**config.mk**
```make
export PLATFORM = sky130hd
export DESIGN_NAME = irq_halt_ctrl
export DESIGN_NICKNAME = d
export VERILOG_FILES = /design/src/include/irq_halt_pkg.sv /design/src/verilog/irq_halt_ctrl.sv
export SDC_FILE = /design/constraint.sdc
export NUM_CORES = 1
export LEC_CHECK = 0
export ABC_AREA = 0
export BUFFER_PORTS_ARGS = -buffer_cell sky130_fd_sc_hd__buf_2
export CAP_MARGIN = 20
export CORE_MARGIN = 5
export CORE_UTILIZATION = 48
export CTS_BUF_LIST = sky130_fd_sc_hd__clkbuf_16
export CTS_CLUSTER_SIZE = 30
export DETAILED_ROUTE_END_ITERATION = 10
export PLACE_DENSITY_LB_ADDON = 0.15
export SLEW_MARGIN = 5
export SYNTH_ARGS = -nofsm -noshare
export SYNTH_HDL_FRONTEND = slang
export SYNTH_SLANG_ARGS = --single-unit
export TNS_END_PERCENT = 30
```
**constraint.sdc**
```tcl
create_clock -name pclk -period 2.7 [get_ports pclk]
set_input_delay 0.54 -clock pclk [delete_from_list [all_inputs] [get_ports pclk]]
set_output_delay 0.54 -clock pclk [all_outputs]
set_load 0.01 [all_outputs]
```
**src/include/irq_halt_pkg.sv**
```systemverilog
// constants, types and register map of the interrupt and halt controller
package irq_halt_pkg;

  // ==========================================================================
  // register indexes (byte address = 4 * index)
  localparam logic [15:0] prog_timer_irq_enable_idx = 16'hffe2;
  localparam logic [15:0] serial_irq_enable_idx = 16'hffe3;
  localparam logic [15:0] key_input_irq_enable_idx = 16'hffe4;
  localparam logic [15:0] clock_timer_irq_enable_idx = 16'hffe6;
  localparam logic [15:0] stopwatch_irq_enable_idx = 16'hffe7;
  localparam logic [15:0] prog_timer_event_flags_idx = 16'hfff2;
  localparam logic [15:0] serial_event_flag_idx = 16'hfff3;
  localparam logic [15:0] key_input_event_flag_idx = 16'hfff4;
  localparam logic [15:0] clock_timer_event_flags_idx = 16'hfff6;
  localparam logic [15:0] stopwatch_event_flags_idx = 16'hfff7;
  localparam logic [15:0] core_control_idx = 16'hff00;
  localparam logic [15:0] irq_status_idx = 16'hff01;
  localparam logic [15:0] irq_enable_idx = 16'hff02;
  localparam logic [15:0] irq_clear_idx = 16'hff03;
  localparam logic [15:0] vector_status_idx = 16'hff04;

  // ==========================================================================
  // source groups, highest maskable priority first
  localparam int n_groups = 5;
  localparam logic [2:0] grp_prog = 3'h0;
  localparam logic [2:0] grp_serial = 3'h1;
  localparam logic [2:0] grp_key = 3'h2;
  localparam logic [2:0] grp_clock = 3'h3;
  localparam logic [2:0] grp_stopwatch = 3'h4;

  // implemented bits of each mask/flag nibble; the rest read zero
  localparam logic [3:0] bits_prog = 4'h3;
  localparam logic [3:0] bits_serial = 4'h1;
  localparam logic [3:0] bits_key = 4'h1;
  localparam logic [3:0] bits_clock = 4'hf;
  localparam logic [3:0] bits_stopwatch = 4'h3;
  localparam logic [3:0] nibble_reset = 4'h0;

  // ==========================================================================
  // vectors
  localparam logic [15:0] vector_page = 16'h0100;
  localparam logic [3:0] vec_watchdog = 4'h0;
  localparam logic [3:0] vec_prog = 4'h4;
  localparam logic [3:0] vec_serial = 4'h6;
  localparam logic [3:0] vec_key = 4'h8;
  localparam logic [3:0] vec_clock = 4'hc;
  localparam logic [3:0] vec_stopwatch = 4'he;

  // ==========================================================================
  // core control fields and status-register events
  localparam int ctl_iflag_bit = 0;
  localparam int ctl_unblocked_bit = 1;
  localparam int ctl_halted_bit = 2;
  localparam int ctl_busy_bit = 3;
  localparam int ev_accept_bit = 0;
  localparam int ev_nmi_bit = 1;
  localparam int ev_wake_bit = 2;
  localparam int n_events = 3;
  localparam logic [2:0] events_reset = 3'h0;

  typedef enum logic [3:0] {
    st_idle = 4'b0001,
    st_save_flags = 4'b0010,
    st_push_pc = 4'b0100,
    st_load_vector = 4'b1000
  } accept_state_t;

endpackage : irq_halt_pkg

```
**src/verilog/irq_halt_ctrl.sv**
```systemverilog
// interrupt and halt controller of a 4-bit microcontroller, apb register slave
// ============================================================================
// Summary of operation
// - maskable request needs global flag and mask
// - acceptance clears the global enable flag
// - watchdog request ignores flag and masks
// - after reset block all until both pointers
// - single pointer write blocks all until partner
// - halt stops cpu, timers keep counting
// - only a request that is taken ends halt
// - flags set by their own source events
// - clock taps set flags on falling edge
// - writing one clears an event flag
// - reset clears every event flag
// - uncleared flag requests again when re-enabled
// - masks read/write, one enables, reset zero
// - one mask bit per flag, same position
// - accept only at instruction boundary
// - save flags, push pc, load vector
// - fixed priority and vectors, watchdog highest
// - request supplies four low vector bits
`timescale 1ns/1ps
`default_nettype none

module irq_halt_ctrl (
  input wire logic pclk,
  input wire logic presetn,
  // apb slave
  input wire logic psel,
  input wire logic penable,
  input wire logic pwrite,
  input wire logic [17:0] paddr,
  input wire logic [31:0] pwdata,
  output logic [31:0] prdata,
  output logic pready,
  output logic pslverr,
  // peripheral events
  input wire logic [1:0] prog_timer_zero,
  input wire logic serial_done,
  input wire logic key_port_edge,
  input wire logic [3:0] clk_tap_level,
  input wire logic [1:0] stopwatch_tick,
  input wire logic watchdog_request,
  // cpu core side
  input wire logic instr_done,
  input wire logic halt_exec,
  input wire logic return_from_interrupt,
  input wire logic enable_irq_exec,
  input wire logic disable_irq_exec,
  input wire logic first_stack_pointer_write,
  input wire logic second_stack_pointer_write,
  output logic cpu_run,
  output logic save_flags,
  output logic push_pc,
  output logic load_vector,
  output logic [3:0] vector_low,
  output logic [15:0] vector_addr,
  output logic irq
);

  // ==========================================================================
  // state
  typedef struct packed {
    logic [4:0][3:0] mask;
    logic [4:0][3:0] flag;
    logic [3:0] tap_prev;
    logic iflag;
    // pointer loads seen since the pair was last left incomplete
    logic sp1_ok;
    logic sp2_ok;
    logic halted;
    logic nmi_pending;
    irq_halt_pkg::accept_state_t acc;
    logic [3:0] vec;
    logic [2:0] ev_status;
    logic [2:0] ev_enable;
    logic [31:0] rdata;
  } state_t;

  state_t r;
  state_t next_r;

  // ==========================================================================
  // decode
  logic [15:0] idx;
  logic setup;
  logic wr;
  logic rd;
  logic mapped;
  logic [3:0] rd_nibble;
  logic [4:0][3:0] valid_bits;
  logic [4:0] grp_req;
  logic any_maskable;
  logic unblocked;
  logic take_nmi;
  logic take_maskable;
  logic [3:0] sel_vec;
  logic [4:0][3:0] set_flags;
  // acceptance and halt control
  logic busy;
  logic accept_now;
  logic wake_req;
  logic [3:0] tap_fell;

  assign idx = paddr[17:2];
  assign setup = psel && !penable;
  assign wr = psel && penable && pwrite;
  assign rd = setup && !pwrite;

  always_comb begin
    valid_bits[irq_halt_pkg::grp_prog] = irq_halt_pkg::bits_prog;
    valid_bits[irq_halt_pkg::grp_serial] = irq_halt_pkg::bits_serial;
    valid_bits[irq_halt_pkg::grp_key] = irq_halt_pkg::bits_key;
    valid_bits[irq_halt_pkg::grp_clock] = irq_halt_pkg::bits_clock;
    valid_bits[irq_halt_pkg::grp_stopwatch] = irq_halt_pkg::bits_stopwatch;
  end

  // source events mapped into flag nibbles
  always_comb begin
    set_flags = '0;
    set_flags[irq_halt_pkg::grp_prog][1:0] = prog_timer_zero;
    set_flags[irq_halt_pkg::grp_serial][0] = serial_done;
    set_flags[irq_halt_pkg::grp_key][0] = key_port_edge;
    set_flags[irq_halt_pkg::grp_clock] = tap_fell;
    set_flags[irq_halt_pkg::grp_stopwatch][1:0] = stopwatch_tick;
  end

  // per-group request: or of enabled flags, same bit position
  always_comb begin
    for (int g = 0; g < irq_halt_pkg::n_groups; g++) begin
      grp_req[g] = |(r.flag[g] & r.mask[g]);
    end
  end

  assign any_maskable = r.iflag && (|grp_req);
  assign unblocked = r.sp1_ok && r.sp2_ok;
  // halted counts as a boundary: no instruction is in flight
  assign take_nmi = unblocked && r.nmi_pending;
  assign take_maskable = unblocked && any_maskable;
  assign busy = (r.acc != irq_halt_pkg::st_idle);
  // a new entry starts only from idle, at an instruction end or in halt
  assign accept_now = !busy && (instr_done || r.halted)
    && (take_nmi || take_maskable);
  assign wake_req = r.halted && (take_nmi || take_maskable);
  // taps are divided clock levels; only a high-to-low step is an event
  assign tap_fell = r.tap_prev & ~clk_tap_level;

  // fixed priority select
  always_comb begin
    if (r.nmi_pending) begin
      sel_vec = irq_halt_pkg::vec_watchdog;
    end else if (grp_req[irq_halt_pkg::grp_prog]) begin
      sel_vec = irq_halt_pkg::vec_prog;
    end else if (grp_req[irq_halt_pkg::grp_serial]) begin
      sel_vec = irq_halt_pkg::vec_serial;
    end else if (grp_req[irq_halt_pkg::grp_key]) begin
      sel_vec = irq_halt_pkg::vec_key;
    end else if (grp_req[irq_halt_pkg::grp_clock]) begin
      sel_vec = irq_halt_pkg::vec_clock;
    end else begin
      sel_vec = irq_halt_pkg::vec_stopwatch;
    end
  end

  // address map lookup for read data and slave error
  always_comb begin
    mapped = 1'b1;
    rd_nibble = 4'h0;
    if (idx == irq_halt_pkg::prog_timer_irq_enable_idx) begin
      rd_nibble = r.mask[irq_halt_pkg::grp_prog];
    end else if (idx == irq_halt_pkg::serial_irq_enable_idx) begin
      rd_nibble = r.mask[irq_halt_pkg::grp_serial];
    end else if (idx == irq_halt_pkg::key_input_irq_enable_idx) begin
      rd_nibble = r.mask[irq_halt_pkg::grp_key];
    end else if (idx == irq_halt_pkg::clock_timer_irq_enable_idx) begin
      rd_nibble = r.mask[irq_halt_pkg::grp_clock];
    end else if (idx == irq_halt_pkg::stopwatch_irq_enable_idx) begin
      rd_nibble = r.mask[irq_halt_pkg::grp_stopwatch];
    end else if (idx == irq_halt_pkg::prog_timer_event_flags_idx) begin
      rd_nibble = r.flag[irq_halt_pkg::grp_prog];
    end else if (idx == irq_halt_pkg::serial_event_flag_idx) begin
      rd_nibble = r.flag[irq_halt_pkg::grp_serial];
    end else if (idx == irq_halt_pkg::key_input_event_flag_idx) begin
      rd_nibble = r.flag[irq_halt_pkg::grp_key];
    end else if (idx == irq_halt_pkg::clock_timer_event_flags_idx) begin
      rd_nibble = r.flag[irq_halt_pkg::grp_clock];
    end else if (idx == irq_halt_pkg::stopwatch_event_flags_idx) begin
      rd_nibble = r.flag[irq_halt_pkg::grp_stopwatch];
    end else if (idx == irq_halt_pkg::core_control_idx) begin
      rd_nibble[irq_halt_pkg::ctl_iflag_bit] = r.iflag;
      rd_nibble[irq_halt_pkg::ctl_unblocked_bit] = unblocked;
      rd_nibble[irq_halt_pkg::ctl_halted_bit] = r.halted;
      rd_nibble[irq_halt_pkg::ctl_busy_bit] = busy;
    end else if (idx == irq_halt_pkg::irq_status_idx) begin
      rd_nibble = {1'b0, r.ev_status};
    end else if (idx == irq_halt_pkg::irq_enable_idx) begin
      rd_nibble = {1'b0, r.ev_enable};
    end else if (idx == irq_halt_pkg::irq_clear_idx) begin
      rd_nibble = 4'h0; // write-only
    end else if (idx == irq_halt_pkg::vector_status_idx) begin
      rd_nibble = r.vec;
    end else begin
      mapped = 1'b0;
    end
  end

  // ==========================================================================
  // next state
  always_comb begin
    logic [4:0][3:0] w1c;
    logic [2:0] ev_set;
    logic [2:0] ev_clr;
    logic sp1_w;
    logic sp2_w;
    w1c = '0;
    ev_set = '0;
    ev_clr = '0;
    sp1_w = first_stack_pointer_write;
    sp2_w = second_stack_pointer_write;
    next_r = r;
    next_r.tap_prev = clk_tap_level;

    // apb writes, taken at the access edge
    if (wr) begin
      if (idx == irq_halt_pkg::prog_timer_irq_enable_idx) begin
        next_r.mask[irq_halt_pkg::grp_prog] = pwdata[3:0] & irq_halt_pkg::bits_prog;
      end else if (idx == irq_halt_pkg::serial_irq_enable_idx) begin
        next_r.mask[irq_halt_pkg::grp_serial] = pwdata[3:0] & irq_halt_pkg::bits_serial;
      end else if (idx == irq_halt_pkg::key_input_irq_enable_idx) begin
        next_r.mask[irq_halt_pkg::grp_key] = pwdata[3:0] & irq_halt_pkg::bits_key;
      end else if (idx == irq_halt_pkg::clock_timer_irq_enable_idx) begin
        next_r.mask[irq_halt_pkg::grp_clock] = pwdata[3:0] & irq_halt_pkg::bits_clock;
      end else if (idx == irq_halt_pkg::stopwatch_irq_enable_idx) begin
        next_r.mask[irq_halt_pkg::grp_stopwatch] =
          pwdata[3:0] & irq_halt_pkg::bits_stopwatch;
      end else if (idx == irq_halt_pkg::prog_timer_event_flags_idx) begin
        w1c[irq_halt_pkg::grp_prog] = pwdata[3:0];
      end else if (idx == irq_halt_pkg::serial_event_flag_idx) begin
        w1c[irq_halt_pkg::grp_serial] = pwdata[3:0];
      end else if (idx == irq_halt_pkg::key_input_event_flag_idx) begin
        w1c[irq_halt_pkg::grp_key] = pwdata[3:0];
      end else if (idx == irq_halt_pkg::clock_timer_event_flags_idx) begin
        w1c[irq_halt_pkg::grp_clock] = pwdata[3:0];
      end else if (idx == irq_halt_pkg::stopwatch_event_flags_idx) begin
        w1c[irq_halt_pkg::grp_stopwatch] = pwdata[3:0];
      end else if (idx == irq_halt_pkg::core_control_idx) begin
        next_r.iflag = pwdata[irq_halt_pkg::ctl_iflag_bit];
      end else if (idx == irq_halt_pkg::irq_enable_idx) begin
        next_r.ev_enable = pwdata[irq_halt_pkg::n_events-1:0];
      end else if (idx == irq_halt_pkg::irq_clear_idx) begin
        ev_clr = pwdata[irq_halt_pkg::n_events-1:0];
      end
    end

    // cpu flag instructions; return_from_interrupt sets the enable flag, as enable_irq_exec does
    if (enable_irq_exec || return_from_interrupt) begin
      next_r.iflag = 1'b1;
    end else if (disable_irq_exec) begin
      next_r.iflag = 1'b0;
    end

    // a lone pointer write re-arms the block until its partner follows;
    // a pointer already loaded means the pair is being reloaded, so the
    // partner's earlier load no longer counts
    if (sp1_w && sp2_w) begin
      next_r.sp1_ok = 1'b1;
      next_r.sp2_ok = 1'b1;
    end else if (sp1_w) begin
      next_r.sp1_ok = 1'b1;
      next_r.sp2_ok = r.sp2_ok && !r.sp1_ok;
    end else if (sp2_w) begin
      next_r.sp2_ok = 1'b1;
      next_r.sp1_ok = r.sp1_ok && !r.sp2_ok;
    end

    // watchdog request held until taken; stopping the watchdog is its source's job
    if (watchdog_request) begin
      next_r.nmi_pending = 1'b1;
    end

    // acceptance sequence: one state per entry step, so the core does
    // each step while its strobe stands; no new entry until back in idle
    case (r.acc)
      irq_halt_pkg::st_idle: begin
        if (accept_now) begin
          next_r.vec = sel_vec;
          next_r.acc = irq_halt_pkg::st_save_flags;
          ev_set[irq_halt_pkg::ev_accept_bit] = 1'b1;
          if (take_nmi) begin
            // a fresh watchdog pulse in the taking cycle stays pending
            next_r.nmi_pending = watchdog_request;
            ev_set[irq_halt_pkg::ev_nmi_bit] = 1'b1;
          end
        end
      end
      irq_halt_pkg::st_save_flags: begin
        next_r.iflag = 1'b0;
        next_r.acc = irq_halt_pkg::st_push_pc;
      end
      irq_halt_pkg::st_push_pc: begin
        next_r.acc = irq_halt_pkg::st_load_vector;
      end
      irq_halt_pkg::st_load_vector: begin
        next_r.acc = irq_halt_pkg::st_idle;
      end
      default: begin
        next_r.acc = irq_halt_pkg::st_idle;
      end
    endcase

    // halt: cpu stops, event inputs keep being taken
    if (wake_req) begin
      next_r.halted = 1'b0;
      ev_set[irq_halt_pkg::ev_wake_bit] = 1'b1;
    end else if (halt_exec && !busy && !accept_now) begin
      // an entry taken at the halt boundary must run with the core awake
      next_r.halted = 1'b1;
    end

    // flags: source set wins over write-one clear
    for (int g = 0; g < irq_halt_pkg::n_groups; g++) begin
      next_r.flag[g] = ((r.flag[g] & ~w1c[g]) | set_flags[g]) & valid_bits[g];
    end
    next_r.ev_status = (r.ev_status & ~ev_clr) | ev_set;

    // read data captured in setup so it stands through the access phase
    if (rd) begin
      next_r.rdata = {28'h0000000, rd_nibble};
    end
  end

  // ==========================================================================
  // registers
  always_ff @(posedge pclk or negedge presetn) begin
    if (!presetn) begin
      r.mask <= '0;
      r.flag <= '0;
      r.tap_prev <= 4'h0;
      r.iflag <= 1'b0;
      r.sp1_ok <= 1'b0;
      r.sp2_ok <= 1'b0;
      r.halted <= 1'b0;
      r.nmi_pending <= 1'b0;
      r.acc <= irq_halt_pkg::st_idle;
      r.vec <= irq_halt_pkg::vec_watchdog;
      r.ev_status <= irq_halt_pkg::events_reset;
      r.ev_enable <= irq_halt_pkg::events_reset;
      r.rdata <= 32'h00000000;
    end else begin
      r <= next_r;
    end
  end

  // ==========================================================================
  // outputs
  // no wait states: every register answers in its access cycle
  assign pready = 1'b1;
  assign pslverr = psel && penable && !mapped;
  assign prdata = r.rdata;
  assign cpu_run = !r.halted;
  assign save_flags = (r.acc == irq_halt_pkg::st_save_flags);
  assign push_pc = (r.acc == irq_halt_pkg::st_push_pc);
  assign load_vector = (r.acc == irq_halt_pkg::st_load_vector);
  assign vector_low = r.vec;
  assign vector_addr = {irq_halt_pkg::vector_page[15:4], r.vec};
  // level output; software drops it through the clear register
  assign irq = |(r.ev_status & r.ev_enable);

endmodule : irq_halt_ctrl

`default_nettype wire

```
## After elaboration in Yosys (flattened, before gate mapping)

Index checks and enable logic that the tools add are counted.

- Equality and inequality tests: 31
- Muxes and demuxes: 93
- Bitwise operators: 37
- Reductions and logical operators: 46

Operators by type and width:

| kind | count |
|---|---|
| 16-bit == test, second input constant | 15 |
| 18-bit two-way mux | 6 |
| 4-bit two-way mux | 23 |
| 3-bit two-way mux | 14 |
| 4-bit by 3-bit inequality test with 1-bit output, second input constant | 10 |
| 1-bit two-way mux | 37 |
| 20-bit OR reduction | 1 |
| 1-bit logical AND | 17 |
| 2-bit two-way mux | 8 |
| 4-bit OR reduction | 4 |
| 14-bit two-way mux | 1 |
| 1-bit inverter | 13 |
| 13-bit AND reduction | 1 |
| 4-bit AND | 3 |
| 4-bit one-hot mux with 3 select lines | 1 |
| 12-bit AND reduction | 1 |
| 10-bit two-way mux | 1 |
| 9-bit two-way mux | 1 |
| 2-bit AND | 4 |
| 1-bit logical NOT | 8 |
| 4-bit inverter | 2 |
| 4-bit nonzero test | 2 |
| 3-bit AND | 2 |
| 6-bit two-way mux | 1 |
| other kinds (22) | 31 |

- Register bits: 47
- Input port bits: 73
- Output and inout bits: 59
- Logic and storage cells: 228

## Logic depth before layout (Yosys ltp)

- Depth after elaboration: 18
- Gate-level depth with buffers: 7
- Depth with buffers taken out: 6

## Worst setup path after synthesis

OpenSTA, ideal clock, no wires.

- Path kind: input to output
- From: in paddr[6]
- To: out pslverr
- Arrival time: 1.752 ns
- Data required time: 2.160 ns
- Path slack: 0.408 ns
- Cell stages on the path: 5
- Cell sequence: buf_6 or4_4 nor4_1 a2111oi_0 and3_1

- Cells in the longest elaborated chain, start to end: 18
- Elaborated cells between the ends (all ways): 32

RTL lines:

| element | RTL line | source |
|---|---|---|
| start, declared | irq_halt_ctrl.sv:32 | `input wire logic [17:0] paddr,` |
| 16-bit == test | irq_halt_ctrl.sv:200 | `end else if (idx == irq_halt_pkg::vector_status_idx) begin` |
| 1-bit two-way mux | irq_halt_ctrl.sv:200 |  |
| 1-bit two-way mux | irq_halt_ctrl.sv:198 | `end else if (idx == irq_halt_pkg::irq_clear_idx) begin` |
| 1-bit two-way mux | irq_halt_ctrl.sv:196 | `end else if (idx == irq_halt_pkg::irq_enable_idx) begin` |
| 1-bit two-way mux | irq_halt_ctrl.sv:194 | `end else if (idx == irq_halt_pkg::irq_status_idx) begin` |
| 1-bit two-way mux | irq_halt_ctrl.sv:189 | `end else if (idx == irq_halt_pkg::core_control_idx) begin` |
| 1-bit two-way mux | irq_halt_ctrl.sv:187 | `end else if (idx == irq_halt_pkg::stopwatch_event_flags_idx) begin` |
| 1-bit two-way mux | irq_halt_ctrl.sv:185 | `end else if (idx == irq_halt_pkg::clock_timer_event_flags_idx) begin` |
| (+2 left out) | -- |  |
| 1-bit two-way mux | irq_halt_ctrl.sv:179 | `end else if (idx == irq_halt_pkg::prog_timer_event_flags_idx) begin` |
| 1-bit two-way mux | irq_halt_ctrl.sv:177 | `end else if (idx == irq_halt_pkg::stopwatch_irq_enable_idx) begin` |
| 1-bit two-way mux | irq_halt_ctrl.sv:175 | `end else if (idx == irq_halt_pkg::clock_timer_irq_enable_idx) begin` |
| 1-bit two-way mux | irq_halt_ctrl.sv:173 | `end else if (idx == irq_halt_pkg::key_input_irq_enable_idx) begin` |
| 1-bit two-way mux | irq_halt_ctrl.sv:171 | `end else if (idx == irq_halt_pkg::serial_irq_enable_idx) begin` |
| 1-bit two-way mux * | irq_halt_ctrl.sv:169 | `if (idx == irq_halt_pkg::prog_timer_irq_enable_idx) begin` |
| 1-bit logical NOT * | irq_halt_ctrl.sv:358 | `assign pslverr = psel && penable && !mapped;` |
| 1-bit logical AND * | irq_halt_ctrl.sv:358 |  |
| end, declared | irq_halt_ctrl.sv:36 | `output logic pslverr,` |

Every way passes the cells marked *; elsewhere a longest branch is shown, timed or not.

## Final worst setup path

- From: in paddr[8]
- To: out pslverr

The elaborated chain is that of the path after synthesis.

==> impl_metrics.yaml <==
clock_network:
  htreeDepth: 2
  clk_pin_slew_worst_paths_ns: 0.06
  clk-insertion-delay-late_ns: 0.28
  numCtsBuffers: 5
  cts_resized: 0
  postCtsSetupBuffers: 0
  cts_tree: "done"
  cts.hold.buffers_added: 0
  cts_buffer_depth: 2
  cts_root_buf: "clkbuf_16"
  clock-sinks: 46
grt:
  grt_usage_pct: 20.4
  grt_pass1_vias: 2327
  grt_max_degree: 25
  antenna_found_initial: 0
  grt_pass1_wl_mm: 12.1
  grt_overflow: 0
floorplanning:
  start_util_pct: 49.4
  die_x_um: 88.1
  die-area_sq_mm: 0.00776
  rows: 28
  die_y_um: 88.1
  io_pins: 132
  core-area_sq_mm: 0.00592
power:
  p_leak_nw: 1.52
  ir_worst_vdd_uv: 402
  power_density_mw_per_mm2: 527
final_layout:
  fill_cells: 550
  diodes: 0
  drive_above_1_share_pct: 30.2
  nNetsFinal: 450
  fin_util_pct: 56.4
  area_delta_synth_final_pct: 14.0
timing:
  min_period_ns: 2.50
  fmax_mhz: 400
  max_slew.worst_pin.slew_ns: 0.521
  setup_viol: 0
  tns_ns: 0
  rsz0062_at_grt: "false"
  hold_viol_final: 0
  slew_violations: 0
  final.setup_skew_ns: 0.00300
  slew_headroom_pct: 65.0
  timing.final.crit_share_pct: 92.6
logic_synthesis:
  avgSynthCellArea_sq_um: 9.47
  synth_flop_cell: "dfrtp_1"
  ys.warnings.count: 0
  synth-seq-cells: 46
  async_flop_share_pct: 100
  ys_seq_area_share_pct: 39.4
  synth_edf_count: 0
  syn_area_sq_mm: 0.00293
  yosysUniqueCellTypes: 55
  synthCells: 309
job:
  maxCapViolCount: 0
drt:
  drc: 0
  drt_iter0_drc: 157
  vias: 2487
  ant_nets: 0
  dr.pass1.iters: 7
  via_per_inst: 5.49
  wl_per_cell_um: 16.8
  wl_mm: 7.60
setup_path:
  r2r_cells: 5
  r2r-end: "vector_low[2]$_DFFE_PN0P_"
  required_ns: 2.16
  r2r_start: "r[76]$_DFFE_PN0P_"
  ff2ff_setup_slack_ns: 0.65
  cp-end-kind: "output port"
  critical_path_class: "in -> out"
  crit_arrival_ns: 1.96
  cp-start-kind: "input port"
  crit_fanout: 3
outcome:
  status: "completed"
place:
  port_buffers: 58
  gp_congestion: 0.940
  hpwlAfterDp_mm: 6.10
worst_hold_path:
  min_path_type: "in -> async"
[state kept, by name, indices dropped and copies added (netlist names)]
signal / count
r: 39
prdata: 4
vector_low: 3
[final cells by class]
class	count	area [sq um]	share of cell area [%]
clock inverters	3	17.5	0.525
inverters	11	41.3	1.24
multi-input cells	234	1460	43.7
repair buffers	79	448	13.4
flip-flops and latches	46	1150	34.5
well taps	75	93.8	2.81
clock buffers	5	125	3.75
[kinds of logic (layout without fill, tap and decap cells)]
| family | Yosys count | after routing | synth area share (%) |
|---|---|---|---|
| compound gates | 62 | 62 | 15.2 |
| buf+inv | 70 | 98 | 16.2 |
| flops | 46 | 46 | 39.4 |
| mux | 17 | 17 | 6.37 |
| other cells | 2 | 43 | 0.257 |
| simple gates | 112 | 112 | 22.6 |
[cell usage after synthesis (4+ instances only)]
cell | number | share of area, %
a31oi_1 | 4 | 0.85
nor4b_1 | 6 | 1.8
a21o_1 | 5 | 1.3
nor3_1 | 8 | 1.4
a22o_1 | 5 | 1.5
o21ai_0 | 17 | 2.9
a21oi_1 | 7 | 1.2
nand3b_1 | 5 | 1.3
nor2_1 | 9 | 1.2
mux2i_1 | 4 | 1.4
mux2_2 | 13 | 5.0
nand2b_1 | 7 | 1.5
and3_1 | 4 | 0.85
a22oi_1 | 4 | 1.0
inv_1 | 11 | 1.4
buf_4 | 53 | 14
dfrtp_1 | 45 | 38
buf_2 | 5 | 0.85
nand3_1 | 11 | 1.9
a222oi_1 | 4 | 1.4
nor4_1 | 8 | 1.7
nand2_1 | 27 | 3.5
and2_1 | 4 | 0.85
[metal layers]
metal	part of all wire, %	GRT usage (%)	routed length, um	vias to the layer above
met2	47	32.5	3550	131
met5	0	0	0	-
met4	0.93	3.98	71	0
met3	8.3	3.48	633	6
li1	-	-	-	1167
met1	44	29.4	3340	1183
[cell usage in the layout, fill, tap and decap left out, types with 2 or more instances in the layout]
cell type and n:
nor4b_1 6, nand3b_1 5, a222oi_1 4, a22oi_1 4, and2_1 4, a32oi_1 2
a21oi_1 7, o21a_1 3, inv_1 12, nand2_1 27, buf_4 21, nor3b_1 2
a21o_1 5, clkbuf_16 5, nor2_1 9, mux2i_1 4, mux2_2 13, a22o_1 5
nand2b_1 7, o21ai_0 17, nand3_1 11, or3_1 2, conb_1 43, nor4_2 2
or2_2 3, and3_1 4, nor4_1 7, buf_2 58, dfrtp_1 45, a211oi_1 2
nand4_1 3, nor3_1 8, a31oi_1 4
[per-stage QoR]
stage	hold slack, ns	cell area [sq um]	setup slack, ns	power [W]	std cells
2_1_floorplan	0.244	3080	0.408	0.00110	350
4_1_cts	0.236	3330	0.130	0.00177	453
6_report	0.218	3340	0.200	0.00176	453
3_5_place_dp	0.467	3190	0.135	0.00117	445
3_3_place_gp	0.451	3190	0.136	0.00117	445
5_1_grt	0.272	3340	0.111	0.00186	453
[report_power, final]
group,switching [W],internal (W)
registers,0.0000612,0.000747
clock network,0.000253,0.000340
logic,0.000207,0.000150
[worst max path at each step]
stage          slack (ns)       to  startpoint  cells after the start
2_1_floorplan        0.41  pslverr    paddr[6]                      5
3_3_place_gp         0.14  pslverr    paddr[2]                      7
3_5_place_dp         0.13  pslverr    paddr[2]                      7
4_1_cts              0.13  pslverr    paddr[2]                      7
5_1_grt              0.11  pslverr    paddr[8]                      6
6_report             0.20  pslverr    paddr[8]                      6
[worst max-delay path, stage by stage]
cell and delay (ns):
buf_2 0.11, or4_4 0.54, nor4_1 0.29, a2111oi_0 0.14, and3_1 0.20, buf_2 0.13
Note: power is estimated with default switching activity, not from simulation.
